===== src/design/sbm_pkg.sv =====
package sbm_pkg;
    // Register indices; byte address is four times the index
    localparam logic [15:0] IDX_CFG    = 16'h1c00;
    localparam logic [15:0] IDX_DROP   = 16'h1c01;
    localparam logic [15:0] IDX_PAUSE  = 16'h1c02;
    localparam logic [15:0] IDX_RESUME = 16'h1c03;
    localparam logic [15:0] IDX_CNT0   = 16'h1c05;
    localparam int          NPORT      = 3;

    // Field positions in buffer_policy_config
    localparam int CFG_TEST   = 6;
    localparam int CFG_STRICT = 5;
    localparam int CFG_PACE_H = 4;
    localparam int CFG_PACE_L = 2;
    localparam int CFG_YELLOW = 1;
    localparam int CFG_RED    = 0;
    localparam logic [31:0] CFG_MASK = 32'h0000_007f;

    // Threshold fields: low half for 2-3 active, high half for 0-1
    localparam int LOW_H  = 15;
    localparam int LOW_L  = 8;
    localparam int HIGH_H = 7;
    localparam int HIGH_L = 0;
    localparam logic [31:0] LVL_MASK = 32'h0000_ffff;

    // Reset values
    localparam logic [31:0] CFG_RST    = 32'h0000_0000;
    localparam logic [31:0] DROP_RST   = 32'h0000_4964;
    localparam logic [31:0] PAUSE_RST  = 32'h0000_213c;
    localparam logic [31:0] RESUME_RST = 32'h0000_0307;

    // Drop counters
    localparam logic [31:0] CNT_TEST = 32'h07ff_fffc;
    localparam logic [31:0] CNT_MAX  = 32'hffff_ffff;

    // Threshold units and port activity
    localparam int BUF_BYTES    = 128;
    localparam int ACTIVE_BUFS  = 36;
    localparam int MANY_ACTIVE  = 2;

    // Pause value sent to release the link partner
    localparam logic [15:0] RESUME_QUANTA = 16'h0001;

    typedef enum logic [0:0] {
        FLOWING = 1'b0,
        HELD    = 1'b1
    } pause_state_t;
endpackage : sbm_pkg


===== src/design/thr_if.sv =====
interface thr_if;
    logic [7:0] drop_lvl;    // Selected per-ingress drop limit
    logic [7:0] pause_lvl;   // Selected pause trigger level
    logic [7:0] resume_lvl;  // Selected resume level

    modport src (output drop_lvl, output pause_lvl, output resume_lvl);
    modport snk (input drop_lvl, input pause_lvl, input resume_lvl);
endinterface : thr_if


===== src/design/port_watch.sv =====
module port_watch #(
    parameter int UW = 9
) (
    input  wire logic          clock,       // Core clock
    input  wire logic          nrst,        // Sync reset, low
    thr_if.snk                 thr,         // Selected thresholds
    input  wire logic [UW-1:0] usage,       // Buffers held by port
    output logic               active,      // Port counts as active
    output logic               over_drop,   // Ingress limit reached
    output logic               pause_on,    // Flow control applied
    output logic               pause_send,  // Pulse: pause/backpressure
    output logic               resume_send  // Pulse: pause value 1
);
    sbm_pkg::pause_state_t state;       // Flow-control state
    sbm_pkg::pause_state_t next_state;  // Next state
    logic next_send;                    // Next pause pulse
    logic next_resume;                  // Next resume pulse

    // Levels are whole 128-byte buffers, so compare counts directly
    assign active    = usage >= UW'(sbm_pkg::ACTIVE_BUFS);
    assign over_drop = usage >= UW'(thr.drop_lvl);
    assign pause_on  = state == sbm_pkg::HELD;

    // Hysteresis between pause level and resume level
    always_comb
    begin
        next_state  = state;
        next_send   = 1'b0;
        next_resume = 1'b0;
        unique case (state)
            sbm_pkg::FLOWING:
            begin
                if (usage >= UW'(thr.pause_lvl))
                begin
                    next_state = sbm_pkg::HELD;
                    next_send  = 1'b1;
                end
            end
            sbm_pkg::HELD:
            begin
                // Release only once usage is back down
                if (usage <= UW'(thr.resume_lvl))
                begin
                    next_state  = sbm_pkg::FLOWING;
                    next_resume = 1'b1;
                end
            end
        endcase
    end

    // Registers
    always_ff @(posedge clock)
    begin
        if (!nrst)
        begin
            state       <= sbm_pkg::FLOWING;
            pause_send  <= 1'b0;
            resume_send <= 1'b0;
        end
        else
        begin
            state       <= next_state;
            pause_send  <= next_send;
            resume_send <= next_resume;
        end
    end
endmodule : port_watch


===== src/design/switch_buffer_admission_control.sv =====
module switch_buffer_admission_control #(
    parameter int UW = 9
) (
    input  wire logic                 clock,          // Core clock 125 MHz
    input  wire logic                 nrst,           // Sync reset, low
    input  wire logic                 psel,           // APB select
    input  wire logic                 penable,        // APB access phase
    input  wire logic                 pwrite,         // APB write
    input  wire logic [15:0]          paddr,          // APB byte address
    input  wire logic [31:0]          pwdata,         // APB write data
    output logic      [31:0]          prdata,         // APB read data
    output logic                      pready,         // APB ready
    output logic                      pslverr,        // APB error
    input  wire logic [2:0][UW-1:0]   usage,          // Buffers per port
    input  wire logic [2:0]           space_drop,     // Pulse: drop for room
    input  wire logic [2:0]           pkt_valid,      // Pulse: packet colored
    input  wire logic [2:0]           pkt_yellow,     // Packet is Yellow
    input  wire logic [2:0]           pkt_red,        // Packet is Red
    input  wire logic [2:0]           random_hit,     // Random discard chose
    output logic                      strict_order,   // Fixed priority serve
    output logic      [2:0]           pace_en,        // Egress pacing
    output logic      [2:0]           discard,        // Pulse: meter discard
    output logic      [2:0]           port_active,    // Port active
    output logic      [2:0]           over_drop,      // Ingress limit hit
    output logic      [2:0]           pause_on,       // Flow control held
    output logic      [2:0]           pause_send,     // Pulse: send pause
    output logic      [2:0]           resume_send,    // Pulse: pause value 1
    output logic      [15:0]          resume_quanta   // Pause value on resume
);
    logic [31:0]      cfg;           // buffer_policy_config
    logic [31:0]      drop_lvl;      // ingress_drop_thresholds
    logic [31:0]      pause_lvl;     // pause_trigger_thresholds
    logic [31:0]      resume_lvl;    // Resume levels
    logic [2:0][31:0] drop_cnt;      // Per-source drop counters
    logic [31:0]      next_cfg;
    logic [31:0]      next_drop_lvl;
    logic [31:0]      next_pause_lvl;
    logic [31:0]      next_resume_lvl;
    logic [2:0][31:0] next_drop_cnt;
    logic [31:0]      next_prdata;
    logic [2:0]       next_discard;
    logic [1:0]       n_active;      // Active port count
    logic             many;          // Two or three active
    logic             setup;         // APB setup cycle
    logic             access;        // APB access cycle
    logic [2:0]       dropped;       // Drop event per port

    thr_if thr ();

    // Map a byte address to one of our registers
    function automatic logic addr_hit(input logic [15:0] a);
        logic [15:0] idx;
        idx = {2'h0, a[15:2]};
        addr_hit = a[1:0] == 2'h0 &&
                   idx >= sbm_pkg::IDX_CFG &&
                   idx <= sbm_pkg::IDX_CNT0 + 16'h0002 &&
                   idx != sbm_pkg::IDX_RESUME + 16'h0001;
    endfunction : addr_hit

    // Index of a byte address
    function automatic logic [15:0] idx_of(input logic [15:0] a);
        idx_of = {2'h0, a[15:2]};
    endfunction : idx_of

    // Saturating add of one event
    function automatic logic [31:0] sat_inc(input logic [31:0] v,
                                            input logic        inc);
        sat_inc = (inc && v != sbm_pkg::CNT_MAX) ? v + 32'h0000_0001 : v;
    endfunction : sat_inc

    // Zero-wait slave: every access finishes in one access cycle
    assign setup   = psel && !penable;
    assign access  = psel && penable;
    assign pready  = 1'b1;
    assign pslverr = access && !addr_hit(paddr);

    // Configuration fields steer the fabric directly
    assign strict_order  = cfg[sbm_pkg::CFG_STRICT];
    assign pace_en       = cfg[sbm_pkg::CFG_PACE_H:sbm_pkg::CFG_PACE_L];
    assign resume_quanta = sbm_pkg::RESUME_QUANTA;

    // Count active ports; none active behaves like one
    always_comb
    begin
        n_active = 2'h0;
        for (int p = 0; p < sbm_pkg::NPORT; p++)
        begin
            n_active = n_active + {1'b0, port_active[p]};
        end
        many = n_active >= 2'(sbm_pkg::MANY_ACTIVE);
    end

    // Pick the low or high half of each threshold register
    always_comb
    begin
        if (many)
        begin
            thr.drop_lvl   = drop_lvl[sbm_pkg::LOW_H:sbm_pkg::LOW_L];
            thr.pause_lvl  = pause_lvl[sbm_pkg::LOW_H:sbm_pkg::LOW_L];
            thr.resume_lvl = resume_lvl[sbm_pkg::LOW_H:sbm_pkg::LOW_L];
        end
        else
        begin
            thr.drop_lvl   = drop_lvl[sbm_pkg::HIGH_H:sbm_pkg::HIGH_L];
            thr.pause_lvl  = pause_lvl[sbm_pkg::HIGH_H:sbm_pkg::HIGH_L];
            thr.resume_lvl = resume_lvl[sbm_pkg::HIGH_H:sbm_pkg::HIGH_L];
        end
    end

    // One watcher per port on the shared thresholds
    generate
        for (genvar p = 0; p < sbm_pkg::NPORT; p++)
        begin : g_port
            port_watch #(.UW(UW)) u_watch (
                .clock       (clock),
                .nrst        (nrst),
                .thr         (thr.snk),
                .usage       (usage[p]),
                .active      (port_active[p]),
                .over_drop   (over_drop[p]),
                .pause_on    (pause_on[p]),
                .pause_send  (pause_send[p]),
                .resume_send (resume_send[p])
            );
        end
    endgenerate

    // Meter discards when enabled in cfg: Red always, Yellow only when random picks it
    always_comb
    begin
        next_discard = pkt_valid &
            ((pkt_red & {3{cfg[sbm_pkg::CFG_RED]}}) |
             (pkt_yellow & random_hit & {3{cfg[sbm_pkg::CFG_YELLOW]}}));
        dropped = space_drop | next_discard;
    end

    // Writes land in the access cycle; reserved bits never stored
    always_comb
    begin
        next_cfg        = cfg;
        next_drop_lvl   = drop_lvl;
        next_pause_lvl  = pause_lvl;
        next_resume_lvl = resume_lvl;
        // Misaligned or unmapped writes are dropped, never aliased
        if (access && pwrite && addr_hit(paddr))
        begin
            unique case (idx_of(paddr))
                sbm_pkg::IDX_CFG:
                    next_cfg = pwdata & sbm_pkg::CFG_MASK;
                sbm_pkg::IDX_DROP:
                    next_drop_lvl = pwdata & sbm_pkg::LVL_MASK;
                sbm_pkg::IDX_PAUSE:
                    next_pause_lvl = pwdata & sbm_pkg::LVL_MASK;
                sbm_pkg::IDX_RESUME:
                    next_resume_lvl = pwdata & sbm_pkg::LVL_MASK;
                default:             next_cfg = cfg;
            endcase
        end
    end

    // Counters: the read clears in the setup cycle, and an event in
    // the same cycle is kept so no drop is lost to the read
    always_comb
    begin
        logic [31:0] base;
        base = 32'h0000_0000;
        for (int p = 0; p < sbm_pkg::NPORT; p++)
        begin
            base = drop_cnt[p];
            if (setup && !pwrite && addr_hit(paddr) &&
                idx_of(paddr) == sbm_pkg::IDX_CNT0 + 16'(p))
            begin
                // Test mode preloads CNT_TEST (07FF_FFFCh) instead of zero on the read
                base = cfg[sbm_pkg::CFG_TEST] ? sbm_pkg::CNT_TEST
                                              : 32'h0000_0000;
            end
            next_drop_cnt[p] = sat_inc(base, dropped[p]);
        end
    end

    // Read data captured in setup so it is steady for the access
    always_comb
    begin
        next_prdata = prdata;
        if (setup && !pwrite && !addr_hit(paddr))
        begin
            // Refused reads return zero and touch no counter
            next_prdata = 32'h0000_0000;
        end
        else if (setup && !pwrite)
        begin
            unique case (idx_of(paddr))
                sbm_pkg::IDX_CFG:    next_prdata = cfg;
                sbm_pkg::IDX_DROP:   next_prdata = drop_lvl;
                sbm_pkg::IDX_PAUSE:  next_prdata = pause_lvl;
                sbm_pkg::IDX_RESUME: next_prdata = resume_lvl;
                sbm_pkg::IDX_CNT0:   next_prdata = drop_cnt[0];
                sbm_pkg::IDX_CNT0 + 16'h0001: next_prdata = drop_cnt[1];
                sbm_pkg::IDX_CNT0 + 16'h0002: next_prdata = drop_cnt[2];
                default:             next_prdata = 32'h0000_0000;
            endcase
        end
    end

    // Registers
    always_ff @(posedge clock)
    begin
        if (!nrst)
        begin
            cfg        <= sbm_pkg::CFG_RST;
            drop_lvl   <= sbm_pkg::DROP_RST;
            pause_lvl  <= sbm_pkg::PAUSE_RST;
            resume_lvl <= sbm_pkg::RESUME_RST;
            drop_cnt   <= '0;
            prdata     <= 32'h0000_0000;
            discard    <= 3'h0;
        end
        else
        begin
            cfg        <= next_cfg;
            drop_lvl   <= next_drop_lvl;
            pause_lvl  <= next_pause_lvl;
            resume_lvl <= next_resume_lvl;
            drop_cnt   <= next_drop_cnt;
            prdata     <= next_prdata;
            discard    <= next_discard;
        end
    end
endmodule : switch_buffer_admission_control


===== config.mk =====
export PLATFORM = sky130hd
export DESIGN_NAME = switch_buffer_admission_control
export DESIGN_NICKNAME = d
export VERILOG_FILES = /design/src/design/sbm_pkg.sv /design/src/design/thr_if.sv /design/src/design/port_watch.sv /design/src/design/switch_buffer_admission_control.sv
export SDC_FILE = /design/constraint.sdc
export NUM_CORES = 1
export LEC_CHECK = 0
export BUFFER_PORTS_ARGS = -buffer_cell sky130_fd_sc_hd__buf_2
export CORE_MARGIN = 2
export CORE_UTILIZATION = 40
export CTS_CLUSTER_SIZE = 8
export DETAILED_ROUTE_END_ITERATION = 8
export MAX_ROUTING_LAYER = met4
export PLACE_DENSITY_LB_ADDON = 0.15
export SLEW_MARGIN = 15
export SYNTH_ARGS = -nofsm -noshare
export SYNTH_HDL_FRONTEND = slang
export SYNTH_SLANG_ARGS = --single-unit

===== constraint.sdc =====
create_clock -name clock -period 4.2 [get_ports clock]
set_input_delay 0.63 -clock clock [delete_from_list [all_inputs] [get_ports clock]]
set_output_delay 0.63 -clock clock [all_outputs]
set_load 0.01 [all_outputs]

==> impl_metrics.yaml, run 1 <==
hold_path:
  holdCritStartpoint: "pkt_valid[0]"
  hold_depth: 2
  min_path_type: "input pin to flop"
setup_path:
  r2r_cells: 7
  worstSetupPathDepth: 16
  critical_path_class: "input pin to output pin"
  critPathLaunch: "usage[22]"
  path_delay_family: "compound AO/OA/AOI/OAI gates"
  end_kind: "output pin"
  timing.rr.start: "drop_cnt[87]"
  max_stage_delay_ns: 0.30
  path_cells: "buf_2, o31ai_2, nand2_1, ha_1, nor2_2, a31oi_4, buf_6, mux2i_4, ha_1, a21o_1, a21o_1, a21o_1, a21o_1, a21oi_2, o21ai_1, buf_2"
  cp_common_cell: "a21o_1"
  cp.required_ns: 3.57
  cp_data_arrival_time_ns: 3.43
  worst-path-buf-inv: 3
  start_kind: "input pin"
  critPathMaxFanout: 6
  slowest_stage: "ha_1"
global_routing:
  grt_max_degree: 69
  grt_pass1_wl_um: 72100
  grt_overflow: 0
  antenna_found_initial: 3
  grt_usage_pct: 29.1
  first_global_vias: 12100
power:
  cellLeakagePower_nw: 5.59
  power_density_nw_per_um2: 275
  p_int_mw: 2.93
  p_sw_share_pct: 27.0
  power_frac_seq_pct: 46.7
  p_switching_mw: 1.08
  clockPowerShare_pct: 42.9
  ir_worst_vdd_mv: 0.293
  comb_power_share_pct: 10.4
synth:
  yosys.area.top_type_share_pct: 31.0
  synth_edf_count: 0
  ys_async_sr_fraction_pct: 0
  synth_most_common_cell: "nand2_1"
  synth-seq-cells: 195
  syn_area_um2: 12600
  syn_inst: 1589
  synth.area.top_cells: "dfxtp_1 31%, ha_1 6.4%, nand2_1 6.3%"
  synth_common_cells: "212 x nand2_1, 195 x dfxtp_1, 149 x a21oi_1"
  synth_warnings: 0
  yosys.area.top_type: "dfxtp_1"
  syn_avg_cell_area_um2: 7.93
  ys_seq_area_share_pct: 31.0
  ys.flop_type: "dfxtp_1"
  yosysUniqueCellTypes: 84
timing:
  post-route-period-util_pct: 96.6
  tightest_slew_ns: 0.888
  slew_headroom_pct: 40.2
  fin_crit_ns: 4.06
  setup_viol: 0
  setup_tns_ns: 0
  finalHoldViolCount: 0
  finClkSkew_ns: 0.0179
  slew_viol_final: 0
  setup_ws_ns: 0.143
  clock.fmax_mhz: 247
placement:
  portBuffers: 133
  dpl_cell_area_um2: 13800
  routabilityCongestion: 0.986
  preCtsSetupSlack_ns: -0.265
  dp_hpwl_um: 35700
cells_and_area:
  final_nets: 1874
  drive_gt1_share_pct: 17.8
  fin_area_um2: 14600
  syn2layout_area_growth_pct: 15.7
cts:
  cts_made_buffers: 17
  path_clk_slew_ns: 0.09
  root_buffer: "clkbuf_16"
  cts_sinks: 195
  cts-htree-levels: 4
  post_cts_buffers: 0
  clockBufferDepth: 2
  clkLatencyLatePin_ns: 0.45
  cts_tree: "done"
drt:
  drc: 0
  ant_nets: 0
  dr_total_vias: 13000
  totalWireLength_um: 46900
  drtIter0Drc: 1529
  via_per_inst: 6.11
  dr.pass1.iters: 9
  post_drt_wl_per_cell_um: 22.1
floorplanning:
  start_util_pct: 40.9
  dieArea_um2: 32900
  core_um2: 30800
  die_w_um: 181
  die_y_um: 181
  ioPinCount: 167
  rows: 64
flow_run:
  cap_violations: 0
status:
  outcome: "complete, no violations"
==> flip-flops by register name, summed over array words and instances, names as in the netlist <==
register / flops
g_port.u_watch.pause_on: 3
drop_cnt: 96
resume_lvl: 16
discard: 3
g_port.u_watch.resume_send: 3
prdata: 32
drop_lvl: 16
pause_lvl: 16
cfg: 7
g_port.u_watch.pause_send: 3
==> placed cells by master (no fill, tap or decap), types with 18 or more instances in the layout <==
master,n
a21oi_1,146
nor2_1,138
ha_1,61
a21o_1,29
and2_1,18
nand2_1,212
buf_4,73
o21ai_0,53
nand3_1,87
xnor2_1,41
and3_1,26
mux2i_1,28
a222oi_1,28
nand4_1,38
buf_2,133
nor3_1,41
inv_1,31
xor2_1,27
dfxtp_1,195
==> through the flow <==
| step | power, mW | cells | util, % | hold slack [ns] |
|---|---|---|---|---|
| 2_1_floorplan | 2.17 | 1604 | - | 0.439 |
| 3_3_place_gp | 2.31 | 2092 | 44.9 | 0.452 |
| 3_5_place_dp | 2.31 | 2092 | 44.9 | 0.460 |
| 4_1_cts | 4.00 | 2124 | 46.9 | 0.401 |
| 5_1_grt | 4.13 | 2127 | 47.3 | 0.419 |
| 6_report | 4.01 | 2127 | 47.3 | 0.411 |
==> what timing repair did <==
item,CTS,global route
hold buffers,0,0
endpoints found under the setup margin,3,7
gates resized for setup,4,18
pin swaps,0,14
==> routing by layer <==
layer | global-route usage (%) | up-vias | wire, um | part of all wire (%)
met5 | - | - | 0 | 0
met4 | 12.1 | 0 | 2020 | 4.3
met3 | 4.51 | 98 | 4230 | 9.0
met2 | 43.4 | 689 | 20400 | 43
met1 | 39.4 | 6150 | 20300 | 43
li1 | - | 6064 | - | -
==> worst register-to-register path, stage by stage, from the launching register on <==
cell and delay (ns):
dfxtp_1 0.49, nand4_1 0.22, nor4_1 0.56, o311ai_0 0.42, a2111oi_2 0.71, nor4_2 0.17
a31o_2 0.28, a31oi_1 0.14
==> cell type report <==
| class | instances | area (um2) |
|---|---|---|
| Fill cell | 3109 | 16300 |
| Multi-Input combinational cell | 1260 | 8200 |
| Sequential cell | 195 | 3900 |
| Timing Repair Buffer | 208 | 1240 |
| Tap cell | 396 | 495 |
| Clock buffer | 18 | 429 |
| Clock inverter | 14 | 171 |
| Inverter | 33 | 125 |
| Antenna cell | 3 | 7.51 |
==> logic make-up (layout without fill, tap and decap cells) <==
group / after synthesis / in the layout / synth area share (%)
xor+xnor: 68 / 68 / 4.73
mux: 49 / 49 / 4.71
other cells: 2 / 20 / 0.0596
compound gates: 395 / 395 / 20.9
fa+ha+maj: 76 / 76 / 7.31
flops: 195 / 195 / 31.0
buf+inv: 149 / 273 / 5.58
simple gates: 655 / 655 / 25.7
==> worst paths after layout <==
path,endpoint,slack [ns]
hold / removal,discard[0],0.41
hold reg to reg,drop_lvl[12],0.47
setup reg to reg,drop_cnt[89],1.13
setup / recovery,over_drop[2],0.14
==> power groups by stage <==
stage / clock, mW / combinational, mW / sequential [mW]
floorplan: 0 / 0.252 / 1.91
global placement: 0 / 0.387 / 1.92
detailed placement: 0 / 0.393 / 1.92
CTS: 1.73 / 0.397 / 1.87
global route: 1.80 / 0.456 / 1.88
finish: 1.72 / 0.417 / 1.88
(Power assumes the default switching activity.)
==> run 2: changes to the inputs <==
==> constraint.sdc (replaced) <==
create_clock -name clock -period 3.4 [get_ports clock]
set_input_delay 0.51 -clock clock [delete_from_list [all_inputs] [get_ports clock]]
set_output_delay 0.51 -clock clock [all_outputs]
set_load 0.01 [all_outputs]
==> impl_metrics.yaml, run 2 (synthesis gave the netlist of run 1 again) <==
floorplanning:
  rows: 64
  start_util_pct: 40.9
  dieArea_um2: 32900
  ioPinCount: 167
  die_w_um: 181
  die_y_um: 181
  core_um2: 30800
hold_path:
  hold_depth: 2
  holdPathEnd: "discard[0]"
  min_path_type: "input pin to flop"
  holdCritStartpoint: "pkt_valid[0]"
placement:
  dpl_cell_area_um2: 14800
  preCtsSetupSlack_ns: -0.541
  portBuffers: 133
  dp_hpwl_um: 38900
  routabilityCongestion: 1.04
  dp_cells: 2192
timing:
  fin_crit_ns: 3.70
  finClkSkew_ns: 0.0105
  slew_viol_final: 0
  setup_viol: 3
  rsz0062_at_grt: "true"
  setup_ws_ns: -0.301
  tightest_slew_ns: 0.868
  fin_hold_ws_ns: 0.290
  clock.fmax_mhz: 270
  slew_headroom_pct: 42.1
  post-route-period-util_pct: 109
  finalHoldViolCount: 0
power:
  cellLeakagePower_nw: 6.11
  p_sw_share_pct: 28.4
  p_int_mw: 3.52
  power_density_nw_per_um2: 317
  power_frac_seq_pct: 47.1
  comb_power_share_pct: 12.1
  ir_worst_vdd_mv: 0.373
  p_switching_mw: 1.40
  clockPowerShare_pct: 40.8
cts:
  cts_made_buffers: 17
  path_clk_slew_ns: 0.07
  root_buffer: "clkbuf_16"
  cts_tree: "done"
  ctsHoldBuffers: 0
  clkLatencyLatePin_ns: 0.46
  cts_sinks: 195
  clockBufferDepth: 2
  cts-htree-levels: 4
setup_path:
  critical_path_class: "input pin to output pin"
  timing.rr.start: "drop_cnt[88]"
  cp_data_arrival_time_ns: 3.19
  critPathMaxFanout: 4
  end_kind: "output pin"
  r2r-end: "drop_cnt[89]"
  r2r_setup_slack_ns: 0.50
  start_kind: "input pin"
  cp.required_ns: 2.89
  r2r_cells: 10
drt:
  drtIter0Drc: 1715
  post_drt_wl_per_cell_um: 22.8
  ant_nets: 0
  wl_met3_um: 3610
  top_layer: "met4"
  dr_total_vias: 13500
  met2WireLength_um: 22900
  via_per_inst: 6.05
  totalWireLength_um: 50800
  dr.pass1.iters: 9
  m1WireLength_um: 22400
  drc: 0
cells_and_area:
  fin_area_um2: 15500
  top_register: "drop_cnt"
  final_nets: 1975
  largest_register_ffs: 96
  syn2layout_area_growth_pct: 23.2
  final_cells: 2224
  drive_gt1_share_pct: 23.8
  n_antenna_cell: 0
  layout_commonest_cell: "nand2_1"
  fill_cells: 3025
  largestRegisters: "drop_cnt x96, prdata x32"
  final_cell_mix: "210 x nand2_1, 195 x dfxtp_1, 173 x buf_4, 147 x a21oi_1, 138 x nor2_1"
global_routing:
  first_global_vias: 12800
  grt_overflow: 0
  grt_max_degree: 61
  grt_pass1_wl_um: 77900
  grt_usage_pct: 31.6
  antenna_found_initial: 0
status:
  outcome: "finished with violations"
  violations: "setup timing"
flow_run:
  cap_violations: 0
-- run 2: area by class of cell --
| class | instances | area [um2] | area share [%] |
|---|---|---|---|
| Multi-Input combinational cell | 1260 | 8410 | 54.2 |
| Inverter | 33 | 125 | 0.806 |
| Clock buffer | 17 | 425 | 2.74 |
| Timing Repair Buffer | 309 | 2040 | 13.2 |
| Sequential cell | 195 | 3900 | 25.2 |
| Clock inverter | 14 | 118 | 0.758 |
| Tap cell | 396 | 495 | 3.19 |
-- run 2: worst max-delay path by stage --
stage,start,end,slack [ns]
detailed placement,usage[24],over_drop[0],-0.54
CTS,usage[3],over_drop[0],-0.39
global placement,usage[24],over_drop[1],-0.47
global route,usage[20],over_drop[1],-0.41
finish,usage[20],over_drop[0],-0.30
floorplan,usage[21],over_drop[1],-0.31
-- run 2: routing by layer --
layer  up-vias  GRT usage, %
met5         -             -
met4         0          11.8
met3       108          4.61
met2       609          48.7
met1      6478          41.9
li1       6261             -
-- run 2: per-stage QoR --
stage / power [mW] / TNS (ns) / util (%)
after floorplan: 2.71 / -2.50 / -
after global placement: 2.94 / -9.63 / 48.1
after detailed placement: 2.94 / -9.74 / 48.1
after CTS: 4.92 / -1.15 / 50.0
after global routing: 5.09 / -1.36 / 50.3
final: 4.92 / -0.852 / 50.3
-- run 2: timing repair --
item | in CTS | in global routing
cloned | 0 | 0
resized for setup | 8 | 13
buffers inserted | 0 | 1
pin swaps | 3 | 5
setup endpoints to repair | 5 | 8
-- run 2: power by group through the flow --
stage | Clock, mW | Combinational, mW | Sequential, mW
after floorplan | 0 | 0.346 | 2.36
after global placement | 0 | 0.565 | 2.37
final | 2.01 | 0.597 | 2.32
after detailed placement | 0 | 0.572 | 2.37
after global routing | 2.12 | 0.647 | 2.32
after CTS | 2.03 | 0.580 | 2.32
-- run 2: worst max-delay path: stages --
cell and delay (ns):
buf_4 0.12, o31ai_4 0.22, nand2_2 0.10, ha_4 0.27, nor2_2 0.04, a31oi_4 0.23, mux2_4 0.38, ha_4 0.24
nand2b_4 0.12, a21o_1 0.15, a21o_1 0.15, a21o_1 0.15, a21o_1 0.17, a21oi_2 0.12, o21ai_1 0.06, buf_2 0.14
